--- src/crc_pkg.sv ---
// Register map, field positions and timing constants for the receive control block
package crc_pkg;

  // Register indexes (0x34..0x3A are not all multiples of four, so byte address is index << BYTE_ADDR_SHIFT)
  localparam logic [7:0] REG_FRAME_DETECT_IDX   = 8'h34;
  localparam logic [7:0] REG_CONTROL_IDX        = 8'h35;
  localparam logic [7:0] REG_DEAD_TIME_IDX      = 8'h36;
  localparam logic [7:0] REG_MIN_LEVELS_IDX     = 8'h37;
  localparam logic [7:0] REG_INPUT_CONFIG_IDX   = 8'h38;
  localparam logic [7:0] REG_ANALOG_IDX         = 8'h39;
  localparam logic [7:0] REG_ERROR_COPY_IDX     = 8'h3A;
  localparam int         BYTE_ADDR_SHIFT        = 2;

  // Frame-detect register fields
  localparam int FD_SOF_IRQ_EN   = 5;
  localparam int FD_SOF_SEEN     = 4;
  localparam int FD_SUBC_IRQ_EN  = 2;
  localparam int FD_SUBC_SEEN    = 1;
  localparam int FD_SUBC_LIVE    = 0;

  // Control register fields
  localparam int CTL_ALLOW_PART  = 7;
  localparam int CTL_MULTI       = 6;
  localparam int CTL_SUPPRESS    = 3;

  // Writable masks, reserved bits read zero
  localparam logic [7:0] MASK_FRAME_DETECT = 8'h24;
  localparam logic [7:0] MASK_CONTROL      = 8'hCF;
  localparam logic [7:0] MASK_DEAD_TIME    = 8'hFF;
  localparam logic [7:0] MASK_MIN_LEVELS   = 8'hFF;
  localparam logic [7:0] MASK_INPUT_CONFIG = 8'hF3;
  localparam logic [7:0] MASK_ANALOG       = 8'h0F;

  localparam logic [7:0] RESET_BYTE        = 8'h00;

  // Baud codes
  localparam logic [2:0] BAUD_106 = 3'h4;
  localparam logic [2:0] BAUD_212 = 3'h5;
  localparam logic [2:0] BAUD_424 = 3'h6;
  localparam logic [2:0] BAUD_847 = 3'h7;

  // Dead-time unit: 16 carrier periods at 13.56 MHz, in ns, against a 4 ns clock
  localparam int CARRIER_UNIT_NS = 1180;
  localparam int CLK_PERIOD_NS   = 4;
  localparam int CARRIER_UNIT_CYC = CARRIER_UNIT_NS / CLK_PERIOD_NS;
  // Half bit period for 106 kBd = 4720 ns; faster rates shift right
  localparam int HALF_BIT_106_NS  = 4720;
  localparam int HALF_BIT_106_CYC = HALF_BIT_106_NS / CLK_PERIOD_NS;
  localparam int UNIT_CNT_W       = 11;

  localparam logic [1:0] EMD_BYTE_LIMIT = 2'd3;

endpackage

--- src/crc_receive_control.sv ---
// Receive-side control, status and FIFO write policy with an AHB-Lite register slave
//
// Added by the designer: the AHB-Lite slave port.
`timescale 1ns/100ps

module crc_receive_control
  import crc_pkg::*;
(
  // Clock and reset
  input  wire logic        hclk,
  input  wire logic        hresetn,
  // AHB-Lite slave
  input  wire logic        hsel,
  input  wire logic [31:0] haddr,
  input  wire logic [1:0]  htrans,
  input  wire logic        hwrite,
  input  wire logic [2:0]  hsize,
  input  wire logic [31:0] hwdata,
  input  wire logic        hready,
  output logic      [31:0] hrdata,
  output logic             hreadyout,
  output logic             hresp,
  // Receiver events
  input  wire logic        tx_done,
  input  wire logic        sof_detect,
  input  wire logic        subcarrier_detect,
  input  wire logic        rx_byte_valid,
  input  wire logic [7:0]  rx_byte,
  input  wire logic        rx_partial,
  input  wire logic        rx_crc_enable,
  input  wire logic        rx_error,
  input  wire logic        rx_collision,
  input  wire logic        rx_frame_end,
  input  wire logic [7:0]  error_reg,
  // FIFO side
  output logic             fifo_wr,
  output logic      [7:0]  fifo_wdata,
  output logic             fifo_flush,
  // Results to the receiver
  output logic             frame_start_interrupt,
  output logic             rx_complete_set,
  output logic             rx_running,
  output logic             rx_input_blocked,
  output logic      [2:0]  baud_select,
  output logic      [3:0]  decoder_min_level,
  output logic      [3:0]  phase_detector_min_level,
  output logic             converter_mode_select,
  output logic      [1:0]  input_source_select,
  output logic      [1:0]  collision_threshold,
  output logic             single_input_mode,
  output logic      [1:0]  highpass_select,
  output logic      [1:0]  gain_select
);

  typedef struct packed {
    logic        ph_valid;
    logic        ph_write;
    logic [7:0]  ph_idx;
    logic [7:0]  frame_detect;
    logic [7:0]  control;
    logic [7:0]  dead_time;
    logic [7:0]  min_levels;
    logic [7:0]  input_config;
    logic [7:0]  analog;
    logic [31:0] rdata;
    logic [UNIT_CNT_W-1:0] unit_cnt;
    logic [6:0]  dead_cnt;
    logic        running;
    logic [1:0]  byte_cnt;
    logic        frame_err;
    logic [2:0][7:0] held;
    logic [1:0]  hold_cnt;
    logic        passed;
    logic        wr;
    logic [7:0]  wdata;
    logic        flush;
    logic        complete;
    logic        append_err;
  } crc_state_s;

  crc_state_s st_ff;
  crc_state_s nxt_st;

  // Half bit period of the selected rate, in clock cycles
  function automatic logic [UNIT_CNT_W-1:0] half_bit_cycles(input logic [2:0] code);
    logic [UNIT_CNT_W-1:0] base;
    base = UNIT_CNT_W'(HALF_BIT_106_CYC);
    unique case (code)
      BAUD_212: half_bit_cycles = base >> 1;
      BAUD_424: half_bit_cycles = base >> 2;
      BAUD_847: half_bit_cycles = base >> 3;
      default:  half_bit_cycles = base;
    endcase
  endfunction

  logic        bus_wr;
  logic        bus_rd_take;
  logic [7:0]  wbyte;
  logic        in_ok;
  logic        frm_err_now;
  logic [UNIT_CNT_W-1:0] unit_len;

  always_comb
  begin
    nxt_st   = st_ff;
    bus_wr   = st_ff.ph_valid && st_ff.ph_write;
    wbyte    = hwdata[7:0];
    bus_rd_take = hsel && hready && htrans[1];
    nxt_st.wr = 1'b0;
    nxt_st.flush = 1'b0;
    nxt_st.complete = 1'b0;
    nxt_st.ph_valid = bus_rd_take;
    if (bus_rd_take)
    begin
      nxt_st.ph_write = hwrite;
      nxt_st.ph_idx   = haddr[9:2];
    end

    // Register writes, reserved bits held at zero
    if (bus_wr)
    begin
      unique case (st_ff.ph_idx)
        REG_FRAME_DETECT_IDX:
        begin
          nxt_st.frame_detect = (wbyte & MASK_FRAME_DETECT) |
                                (st_ff.frame_detect & ~MASK_FRAME_DETECT);
          // Writing zero clears a sticky flag
          if (!wbyte[FD_SOF_SEEN])
            nxt_st.frame_detect[FD_SOF_SEEN] = 1'b0;
          if (!wbyte[FD_SUBC_SEEN])
            nxt_st.frame_detect[FD_SUBC_SEEN] = 1'b0;
        end
        REG_CONTROL_IDX:      nxt_st.control      = wbyte & MASK_CONTROL;
        REG_DEAD_TIME_IDX:    nxt_st.dead_time    = wbyte & MASK_DEAD_TIME;
        REG_MIN_LEVELS_IDX:   nxt_st.min_levels   = wbyte & MASK_MIN_LEVELS;
        REG_INPUT_CONFIG_IDX: nxt_st.input_config = wbyte & MASK_INPUT_CONFIG;
        REG_ANALOG_IDX:       nxt_st.analog       = wbyte & MASK_ANALOG;
        default: ;
      endcase
    end

    // Sticky flags: detection wins over the clear
    if (sof_detect && in_ok)
      nxt_st.frame_detect[FD_SOF_SEEN] = 1'b1;
    if (subcarrier_detect && in_ok)
      nxt_st.frame_detect[FD_SUBC_SEEN] = 1'b1;
    nxt_st.frame_detect[FD_SUBC_LIVE] = subcarrier_detect && in_ok;

    // Past the disturbance window the queue drains one byte a cycle, in order
    if (st_ff.passed && st_ff.hold_cnt != '0)
    begin
      nxt_st.wr       = 1'b1;
      nxt_st.wdata    = st_ff.held[0];
      nxt_st.held     = {8'h00, st_ff.held[2:1]};
      nxt_st.hold_cnt = st_ff.hold_cnt - 2'h1;
    end

    // Dead time after transmit
    unit_len = st_ff.dead_time[7] ? half_bit_cycles(st_ff.control[2:0])
                                  : UNIT_CNT_W'(CARRIER_UNIT_CYC);
    if (tx_done)
    begin
      nxt_st.dead_cnt = st_ff.dead_time[6:0];
      nxt_st.unit_cnt = '0;
      nxt_st.running  = 1'b1;
      nxt_st.byte_cnt = '0;
      nxt_st.frame_err = 1'b0;
      nxt_st.hold_cnt = '0;
      nxt_st.passed   = 1'b0;
    end
    else if (st_ff.dead_cnt != '0)
    begin
      if (st_ff.unit_cnt >= unit_len - UNIT_CNT_W'(1))
      begin
        nxt_st.unit_cnt = '0;
        nxt_st.dead_cnt = st_ff.dead_cnt - 7'd1;
      end
      else
        nxt_st.unit_cnt = st_ff.unit_cnt + UNIT_CNT_W'(1);
    end

    // Collision counts as error only under suppression
    frm_err_now = rx_error || (st_ff.control[CTL_SUPPRESS] && rx_collision);

    if (in_ok && st_ff.running)
    begin
      if (frm_err_now)
        nxt_st.frame_err = 1'b1;
      if (rx_byte_valid && (!rx_partial || !rx_crc_enable || st_ff.control[CTL_ALLOW_PART]))
      begin
        if (st_ff.control[CTL_SUPPRESS])
        begin
          // Every byte queues; the first three may still turn out to be disturbance
          nxt_st.held[nxt_st.hold_cnt] = rx_byte;
          nxt_st.hold_cnt = nxt_st.hold_cnt + 2'h1;
          if (st_ff.byte_cnt < EMD_BYTE_LIMIT)
            nxt_st.byte_cnt = st_ff.byte_cnt + 2'h1;
          if (st_ff.byte_cnt == EMD_BYTE_LIMIT - 2'h1 && !frm_err_now)
            nxt_st.passed = 1'b1;
        end
        else
        begin
          nxt_st.wr = 1'b1;
          nxt_st.wdata = rx_byte;
        end
      end
      if (st_ff.control[CTL_SUPPRESS] && st_ff.byte_cnt < EMD_BYTE_LIMIT &&
          (frm_err_now || rx_frame_end))
      begin
        // Disturbance: drop and start over, no completion
        nxt_st.flush    = 1'b1;
        nxt_st.byte_cnt = '0;
        nxt_st.frame_err = 1'b0;
        nxt_st.hold_cnt = '0;
        nxt_st.wr       = 1'b0;
      end
      else if (rx_frame_end)
      begin
        nxt_st.complete   = 1'b1;
        nxt_st.append_err = st_ff.control[CTL_MULTI];
        nxt_st.byte_cnt   = '0;
        nxt_st.running    = st_ff.control[CTL_MULTI];
      end
    end
    if (st_ff.append_err && !nxt_st.wr)
    begin
      nxt_st.wr = 1'b1;
      nxt_st.wdata = error_reg;
      nxt_st.append_err = 1'b0;
    end

    // Window reopens once the frame has ended and drained; limitation: a frame
    // that starts before the drain ends skips its own disturbance window
    if (nxt_st.byte_cnt == '0 && nxt_st.hold_cnt == '0)
      nxt_st.passed = 1'b0;

    // Read data for the next data phase
    nxt_st.rdata = '0;
    if (bus_rd_take && !hwrite)
    begin
      unique case (haddr[9:2])
        REG_FRAME_DETECT_IDX:  nxt_st.rdata[7:0] = nxt_st.frame_detect;
        REG_CONTROL_IDX:       nxt_st.rdata[7:0] = nxt_st.control;
        REG_DEAD_TIME_IDX:     nxt_st.rdata[7:0] = nxt_st.dead_time;
        REG_MIN_LEVELS_IDX:    nxt_st.rdata[7:0] = nxt_st.min_levels;
        REG_INPUT_CONFIG_IDX:  nxt_st.rdata[7:0] = nxt_st.input_config;
        REG_ANALOG_IDX:        nxt_st.rdata[7:0] = nxt_st.analog;
        REG_ERROR_COPY_IDX:    nxt_st.rdata[7:0] = error_reg;
        default:               nxt_st.rdata = '0;
      endcase
    end
  end

  assign in_ok = (st_ff.dead_cnt == '0) && !tx_done;

  always_ff @(posedge hclk or negedge hresetn)
  begin
    if (!hresetn)
    begin
      st_ff <= '0;
    end
    else
    begin
      st_ff <= nxt_st;
    end
  end

  assign hrdata    = st_ff.rdata;
  assign hreadyout = 1'b1;
  assign hresp     = 1'b0;

  assign frame_start_interrupt =
    (st_ff.frame_detect[FD_SOF_IRQ_EN] && st_ff.frame_detect[FD_SOF_SEEN]) ||
    (st_ff.frame_detect[FD_SUBC_IRQ_EN] && st_ff.frame_detect[FD_SUBC_SEEN]);
  assign fifo_wr          = st_ff.wr;
  assign fifo_wdata       = st_ff.wdata;
  assign fifo_flush       = st_ff.flush;
  assign rx_complete_set  = st_ff.complete;
  assign rx_running       = st_ff.running;
  assign rx_input_blocked = st_ff.dead_cnt != '0;
  assign baud_select      = st_ff.control[2:0];
  assign decoder_min_level        = st_ff.min_levels[7:4];
  assign phase_detector_min_level = st_ff.min_levels[3:0];
  assign single_input_mode     = st_ff.input_config[7];
  assign converter_mode_select = st_ff.input_config[6];
  assign input_source_select   = st_ff.input_config[5:4];
  assign collision_threshold   = st_ff.input_config[1:0];
  assign highpass_select  = st_ff.analog[3:2];
  assign gain_select      = st_ff.analog[1:0];

  sticky_sof_a: assert property (@(posedge hclk) disable iff (!hresetn)
    (sof_detect && in_ok) |=> st_ff.frame_detect[FD_SOF_SEEN])
    else $error("sof flag not set");
  sticky_subc_a: assert property (@(posedge hclk) disable iff (!hresetn)
    (subcarrier_detect && in_ok) |=> st_ff.frame_detect[FD_SUBC_SEEN])
    else $error("subcarrier flag not set");
  live_subc_a: assert property (@(posedge hclk) disable iff (!hresetn)
    st_ff.frame_detect[FD_SUBC_LIVE] == $past(subcarrier_detect && in_ok))
    else $error("live bit wrong");
  sof_irq_a: assert property (@(posedge hclk) disable iff (!hresetn)
    (st_ff.frame_detect[FD_SOF_IRQ_EN] && st_ff.frame_detect[FD_SOF_SEEN])
      |-> frame_start_interrupt)
    else $error("sof irq missing");
  dead_block_a: assert property (@(posedge hclk) disable iff (!hresetn)
    rx_input_blocked |=> !st_ff.frame_detect[FD_SUBC_LIVE])
    else $error("input seen in dead time");
  emd_complete_a: assert property (@(posedge hclk) disable iff (!hresetn)
    fifo_flush |-> !rx_complete_set)
    else $error("complete during disturbance");
  multi_run_a: assert property (@(posedge hclk) disable iff (!hresetn)
    (rx_complete_set && st_ff.control[CTL_MULTI]) |-> rx_running)
    else $error("receiver stopped in multi mode");
  reserved_a: assert property (@(posedge hclk) disable iff (!hresetn)
    (st_ff.control & ~MASK_CONTROL) == '0 && st_ff.analog[7:4] == '0)
    else $error("reserved bits set");

  // Receive path, dead time and bus read checks
  sub_irq_a: assert property (@(posedge hclk) disable iff (!hresetn)
    (st_ff.frame_detect[FD_SUBC_IRQ_EN] && st_ff.frame_detect[FD_SUBC_SEEN])
      |-> frame_start_interrupt)
    else $error("subcarrier irq missing");
  collision_err_a: assert property (@(posedge hclk) disable iff (!hresetn)
    (in_ok && st_ff.running && st_ff.control[CTL_SUPPRESS] && rx_collision &&
     st_ff.byte_cnt < EMD_BYTE_LIMIT) |=> fifo_flush)
    else $error("collision not treated as disturbance");
  flush_drop_a: assert property (@(posedge hclk) disable iff (!hresetn)
    fifo_flush |-> (st_ff.hold_cnt == '0 && !st_ff.passed))
    else $error("held bytes survive a flush");
  err_copy_a: assert property (@(posedge hclk) disable iff (!hresetn)
    $fell(st_ff.append_err) |-> (fifo_wr && fifo_wdata == $past(error_reg)))
    else $error("error copy byte missing");
  partial_drop_a: assert property (@(posedge hclk) disable iff (!hresetn)
    (in_ok && st_ff.running && rx_byte_valid && rx_partial && rx_crc_enable &&
     !st_ff.control[CTL_ALLOW_PART] && st_ff.hold_cnt == '0 && !st_ff.append_err)
      |=> !fifo_wr)
    else $error("partial byte written");
  dead_load_a: assert property (@(posedge hclk) disable iff (!hresetn)
    tx_done |=> (st_ff.dead_cnt == $past(st_ff.dead_time[6:0])))
    else $error("dead time not loaded");
  unit_bound_a: assert property (@(posedge hclk) disable iff (!hresetn)
    rx_input_blocked |-> (st_ff.unit_cnt < unit_len))
    else $error("dead time unit overrun");
  complete_stop_a: assert property (@(posedge hclk) disable iff (!hresetn)
    (rx_complete_set && !st_ff.control[CTL_MULTI]) |-> !rx_running)
    else $error("receiver kept running");
  read_zero_a: assert property (@(posedge hclk) disable iff (!hresetn)
    hrdata[31:8] == '0)
    else $error("upper read data not zero");

endmodule

--- config.mk ---
export PLATFORM = sky130hd
export DESIGN_NAME = crc_receive_control
export DESIGN_NICKNAME = d
export VERILOG_FILES = /design/src/crc_pkg.sv /design/src/crc_receive_control.sv
export SDC_FILE = /design/constraint.sdc
export NUM_CORES = 1
export LEC_CHECK = 0
export BUFFER_PORTS_ARGS = -buffer_cell sky130_fd_sc_hd__buf_2
export CELL_PAD_IN_SITES_DETAIL_PLACEMENT = 0
export CELL_PAD_IN_SITES_GLOBAL_PLACEMENT = 1
export CORE_UTILIZATION = 32
export DETAILED_ROUTE_END_ITERATION = 7
export PLACE_DENSITY_LB_ADDON = 0.05
export RECOVER_POWER = 25
export SLEW_MARGIN = 20
export SYNTH_ARGS = -nofsm -noshare
export SYNTH_HDL_FRONTEND = slang
export SYNTH_SLANG_ARGS = --single-unit
export TNS_END_PERCENT = 50
--- constraint.sdc ---
create_clock -name hclk -period 3.3 [get_ports hclk]
set_input_delay 0.33 -clock hclk [delete_from_list [all_inputs] [get_ports hclk]]
set_output_delay 0.33 -clock hclk [all_outputs]
set_load 0.05 [all_outputs]
# After elaboration in Yosys (flattened, before gate mapping)
# Index checks and enable logic that the tools add are counted.
# word_totals
inputBits	99
reg_bits	151
out_inout_bits	69
word_cells	142
# op_classes
mux	47
n_eq_ne	18
reduce_logical	41
bitwise_logic	1
add_sub_neg	6
n_lt_le_gt_ge	4
# ops
operator	count
8-bit by 6-bit == test with 1-bit output, second input constant	13
8-bit 2-to-1 mux	8
8-bit one-hot mux with 7 select lines	1
48-bit 2-to-1 mux	1
43-bit 2-to-1 mux	1
18-bit 2-to-1 mux	2
36-bit 2-to-1 mux	1
11-bit one-hot mux with 3 select lines	1
27-bit 2-to-1 mux	1
9-bit 2-to-1 mux	3
26-bit 2-to-1 mux	1
24-bit bitwise mux	1
11-bit 2-to-1 mux	2
1-bit logical AND	19
8-bit demux with 2-bit select	1
2-bit 2-to-1 mux	7
1-bit 2-to-1 mux	12
11-bit by 1-bit adder with 11-bit output, second input constant	1
11-bit greater-or-equal comparator	1
11-bit by 1-bit subtractor with 11-bit output, second input constant	1
2-bit nonzero test	5
3-bit == test, second input constant	3
6-bit by 8-bit OR with 8-bit output	1
7-bit logical NOT	1
other kinds (17)	29

# Logic depth before layout (Yosys ltp)
# logic_depth
word_depth	17
mapped_depth	17

# Worst setup path before layout
# OpenSTA, ideal clock, no wires.
# synth_timing
path_kind	reg2reg
from	reg st_ff, in the netlist baud_select[0]
to	reg st_ff[50] (netlist name)
period_less_slack_ns	3.047
setup_time_ns	0.132
path_buffers	3
stages_incl_launch_ff	18
arrival_time_ns	2.915
path_slack_ns	0.253
t_required_ns	3.168
cell_sequence	dfrtp_1 > clkbuf_1 > o21ai_0 > nand2_1 > inv_1 > ha_1 > nor2_1 > o21ai_0 > ha_1 > a21oi_1 > o21ai_0 > o21bai_1 > a21oi_1 > o21ai_1 > and2_1 > clkbuf_1 > clkbuf_1 > nor2_1
# synth_between
elab_chain_len	8
# synth_rtl
item	line	text
start: declaration	crc_receive_control.sv:81	crc_state_s st_ff;
start signal: assignment	crc_receive_control.sv:264	st_ff <= nxt_st;
3-bit == test	crc_receive_control.sv:88	unique case (code)
11-bit one-hot mux with 3 select lines *	crc_receive_control.sv:88	
11-bit 2-to-1 mux *	crc_receive_control.sv:159	unit_len = st_ff.dead_time[7] ? half_bit_cycles(st_ff.control[2:0])
11-bit by 1-bit subtractor with 11-bit output *	crc_receive_control.sv:173	if (st_ff.unit_cnt >= unit_len - UNIT_CNT_W'(1))
11-bit greater-or-equal comparator *	crc_receive_control.sv:173	
11-bit 2-to-1 mux *	crc_receive_control.sv:173	
18-bit 2-to-1 mux *	crc_receive_control.sv:171	else if (st_ff.dead_cnt != '0)
18-bit 2-to-1 mux *	crc_receive_control.sv:161	if (tx_done)
# Mark *: on every way between the ends. The rest lies on a longest branch, timed or not. The select of a mux whose other input is x is not followed.
# A chain may end at the register's enable or synchronous reset.

==> impl_metrics.tcl <==
set metrics [dict create \
    ys_top_cells_by_area "dfrtp_1, mux2_2, buf_4, mux2i_1, ha_1" \
    p_leak_nw 3.688 \
    dieArea_um2 21090 \
    place_area_um2 7061 \
    crit_path_start_kind "flop" \
    finalSetupViolations 0 \
    hold_path_class "in -> reg" \
    drt_wl_total_mm 17.41 \
    die_y_um 145.2 \
    start_util_pct 32.54 \
    p_total_mw 4.694 \
    max_slew_margin_pct -17.80 \
    nNetsFinal 834 \
    fin_skew_ps 12.65 \
    clkLatencyLatePin_ps 410 \
    finalHoldViolCount 0 \
    post_synth.cell_area_avg_um2 10.16 \
    finalCritPeriodShare_pct 87.66 \
    clock_sinks 122 \
    grt_pass1_wl_mm 27.46 \
    htreeDepth 4 \
    tightest_slew_ps 1767 \
    outcome "finished with violations" \
    yosysTopAreaCell "dfrtp_1" \
    holdWs_ps 170.1 \
    tns_ps 0 \
    arrival_ps 3180 \
    grt_pass1_vias 4769 \
    syn_to_final_growth_pct 16.39 \
    grt_antenna_before_repair 1 \
    dr_total_vias 4780 \
    critPathKind "reg -> reg" \
    power-per-cell-area_nw_per_um2 614.5 \
    design_area_um2 7640 \
    grt_overflow_total 0 \
    vias_per_cell 4.790 \
    yosys_warnings 0 \
    rsz0062_at_grt "no" \
    fin_cells 998 \
    vdd_drop_max_v 0.0002713 \
    clk_pin_slew_ps 60 \
    track_usage_pct 17.14 \
    clockBufferDepth 2 \
    max_freq_mhz 345.7 \
    std_cell_rows 52 \
    synth_edf_count 0 \
    drtPass1Iterations 5 \
    final_cell_mix "dfrtp_1, buf_2, nand2_1" \
    cts_tree "done" \
    dp_slack_ps 387.6 \
    violations "capacitance limit, slew limit" \
    drc 0 \
    cts-root-buf "clkbuf_16" \
    gp_congestion 0.7685 \
    placed_cells 966 \
    drtAntennaViolNets 0 \
    ys_seq_area_share_pct 46.51 \
    synthDistinctLibCells 57 \
    critPathCaptureType "flop" \
    place.port_buffers 89 \
    fin_util_pct 37.88 \
    cts_setup_buffers 0 \
    synth_top_area_share_pct 46.51 \
    fill_cells 2086 \
    drive_above_1_share_pct 26.65 \
    cts_hold_buf 0 \
    synth_seq_cells 122 \
    synth_ff_type "dfrtp_1" \
    setup_slack_ps 407.1 \
    synthesis.area_um2 6564 \
    synthArstFlopShare_pct 100.0 \
    cts_buffers 17 \
    grt_max_degree 67 \
    required_ps 3590 \
    wl_per_cell_um 17.44 \
    period_needed_ps 2893 \
    slew_violations 67 \
    layout_commonest_cell "dfrtp_1" \
    chipWidth_um 145.2 \
    netlist_instances 646 \
    dpl.hpwl_mm 12.72 \
    coreArea_um2 20170 \
    drt_iter0_markers 277 \
    maxCapViolCount 1 \
    n_antenna_cell 0 \
    cp_max_fo 5 \
    cts-resized-gates 0 \
    io_pins 168 \
]
metal layers:
layer / GRT usage, % / wire [um] / up-vias
li1: - / - / 2311
met1: 23.43 / 8279 / 2335
met2: 27.62 / 8280 / 115
met3: 3.648 / 658 / 17
met4: 4.105 / 176 / 2
met5: 0 / 13 / -
cells in the mapped netlist, types with 2 or more instances:
library cell  number
inv_1             23
conb_1             2
a31oi_1            9
buf_4             61
nand3_1           10
and3_1             4
a211oi_1           4
buf_2              3
nand2b_1           9
nand4b_1           2
o211ai_1           3
a32oi_1            4
a221oi_1           3
a22oi_1            5
o21a_1             2
nor2_1            48
nand4_1            7
xor2_1             8
ha_1              20
and2_1            11
xnor2_1            6
nor3b_1            3
a22o_1             5
nor2b_1            2
mux2_2            43
a21o_1             5
or3_1              3
o2bb2ai_1          2
nor3_1             9
o21ai_0           32
clkbuf_1          20
mux2i_1           34
nand2_1           65
nand3b_1           3
a21oi_1           30
nor4_1             3
dfrtp_1          122
a222oi_1           2
path summary, 6_finish.rpt:
kind	startpoint	cells past startpoint	to	slack, ps
max	st_ff[43]	9	st_ff[12]	410
min	sof_detect	3	st_ff[137]	170
max reg2reg	st_ff[43]	9	st_ff[12]	410
min reg2reg	st_ff[129]	1	st_ff[129]	480
max in group asynchronous	hresetn	2	st_ff[38]	1040
min in group asynchronous	hresetn	1	st_ff[55]	390
flip-flops by register name (all words and copies together), names as in the netlist:
register                  cells
fifo_wdata                    8
rx_complete_set               1
gain_select                   2
rx_running                    1
single_input_mode             1
hrdata                        8
baud_select                   3
st_ff                        81
collision_threshold           2
highpass_select               2
fifo_flush                    1
input_source_select           2
phase_detector_min_level      4
decoder_min_level             4
fifo_wr                       1
converter_mode_select         1
cell families (layout without fill, tap and decap cells):
| family | after synthesis | in the layout | synth area share, % |
|---|---|---|---|
| simple gates | 190 | 190 | 14.37 |
| flops | 122 | 122 | 46.51 |
| compound gates | 113 | 113 | 10.92 |
| buf+inv | 108 | 166 | 9.836 |
| mux | 77 | 77 | 12.56 |
| fa+ha+maj | 20 | 20 | 3.812 |
| xor+xnor | 14 | 14 | 1.868 |
| other cells | 2 | 26 | 0.1144 |
power breakdown:
group          total, mW  switching [mW]  internal, mW
registers           1.83           0.145          1.69
clock network       1.86           0.704          1.16
logic               1.00           0.677         0.323
total               4.69            1.53          3.17
critical path: stages (launching register included):
cell	delay [ps]
dfrtp_1	400
inv_1	80
ha_1	200
or4b_4	510
or4_4	440
nor3_2	190
and2_1	270
mux2i_1	240
nor2_2	70
o41a_1	380
cell type report:
cell class | instances | area, um^2 | area share (%)
Inverter | 23 | 86.33 | 1.130
Sequential cell | 122 | 3053 | 39.96
Multi-Input combinational cell | 440 | 2958 | 38.72
Clock buffer | 20 | 456.7 | 5.978
Timing Repair Buffer | 111 | 608.1 | 7.959
Tap cell | 270 | 337.8 | 4.422
Clock inverter | 12 | 140.1 | 1.834
(Power assumes the default switching activity.)
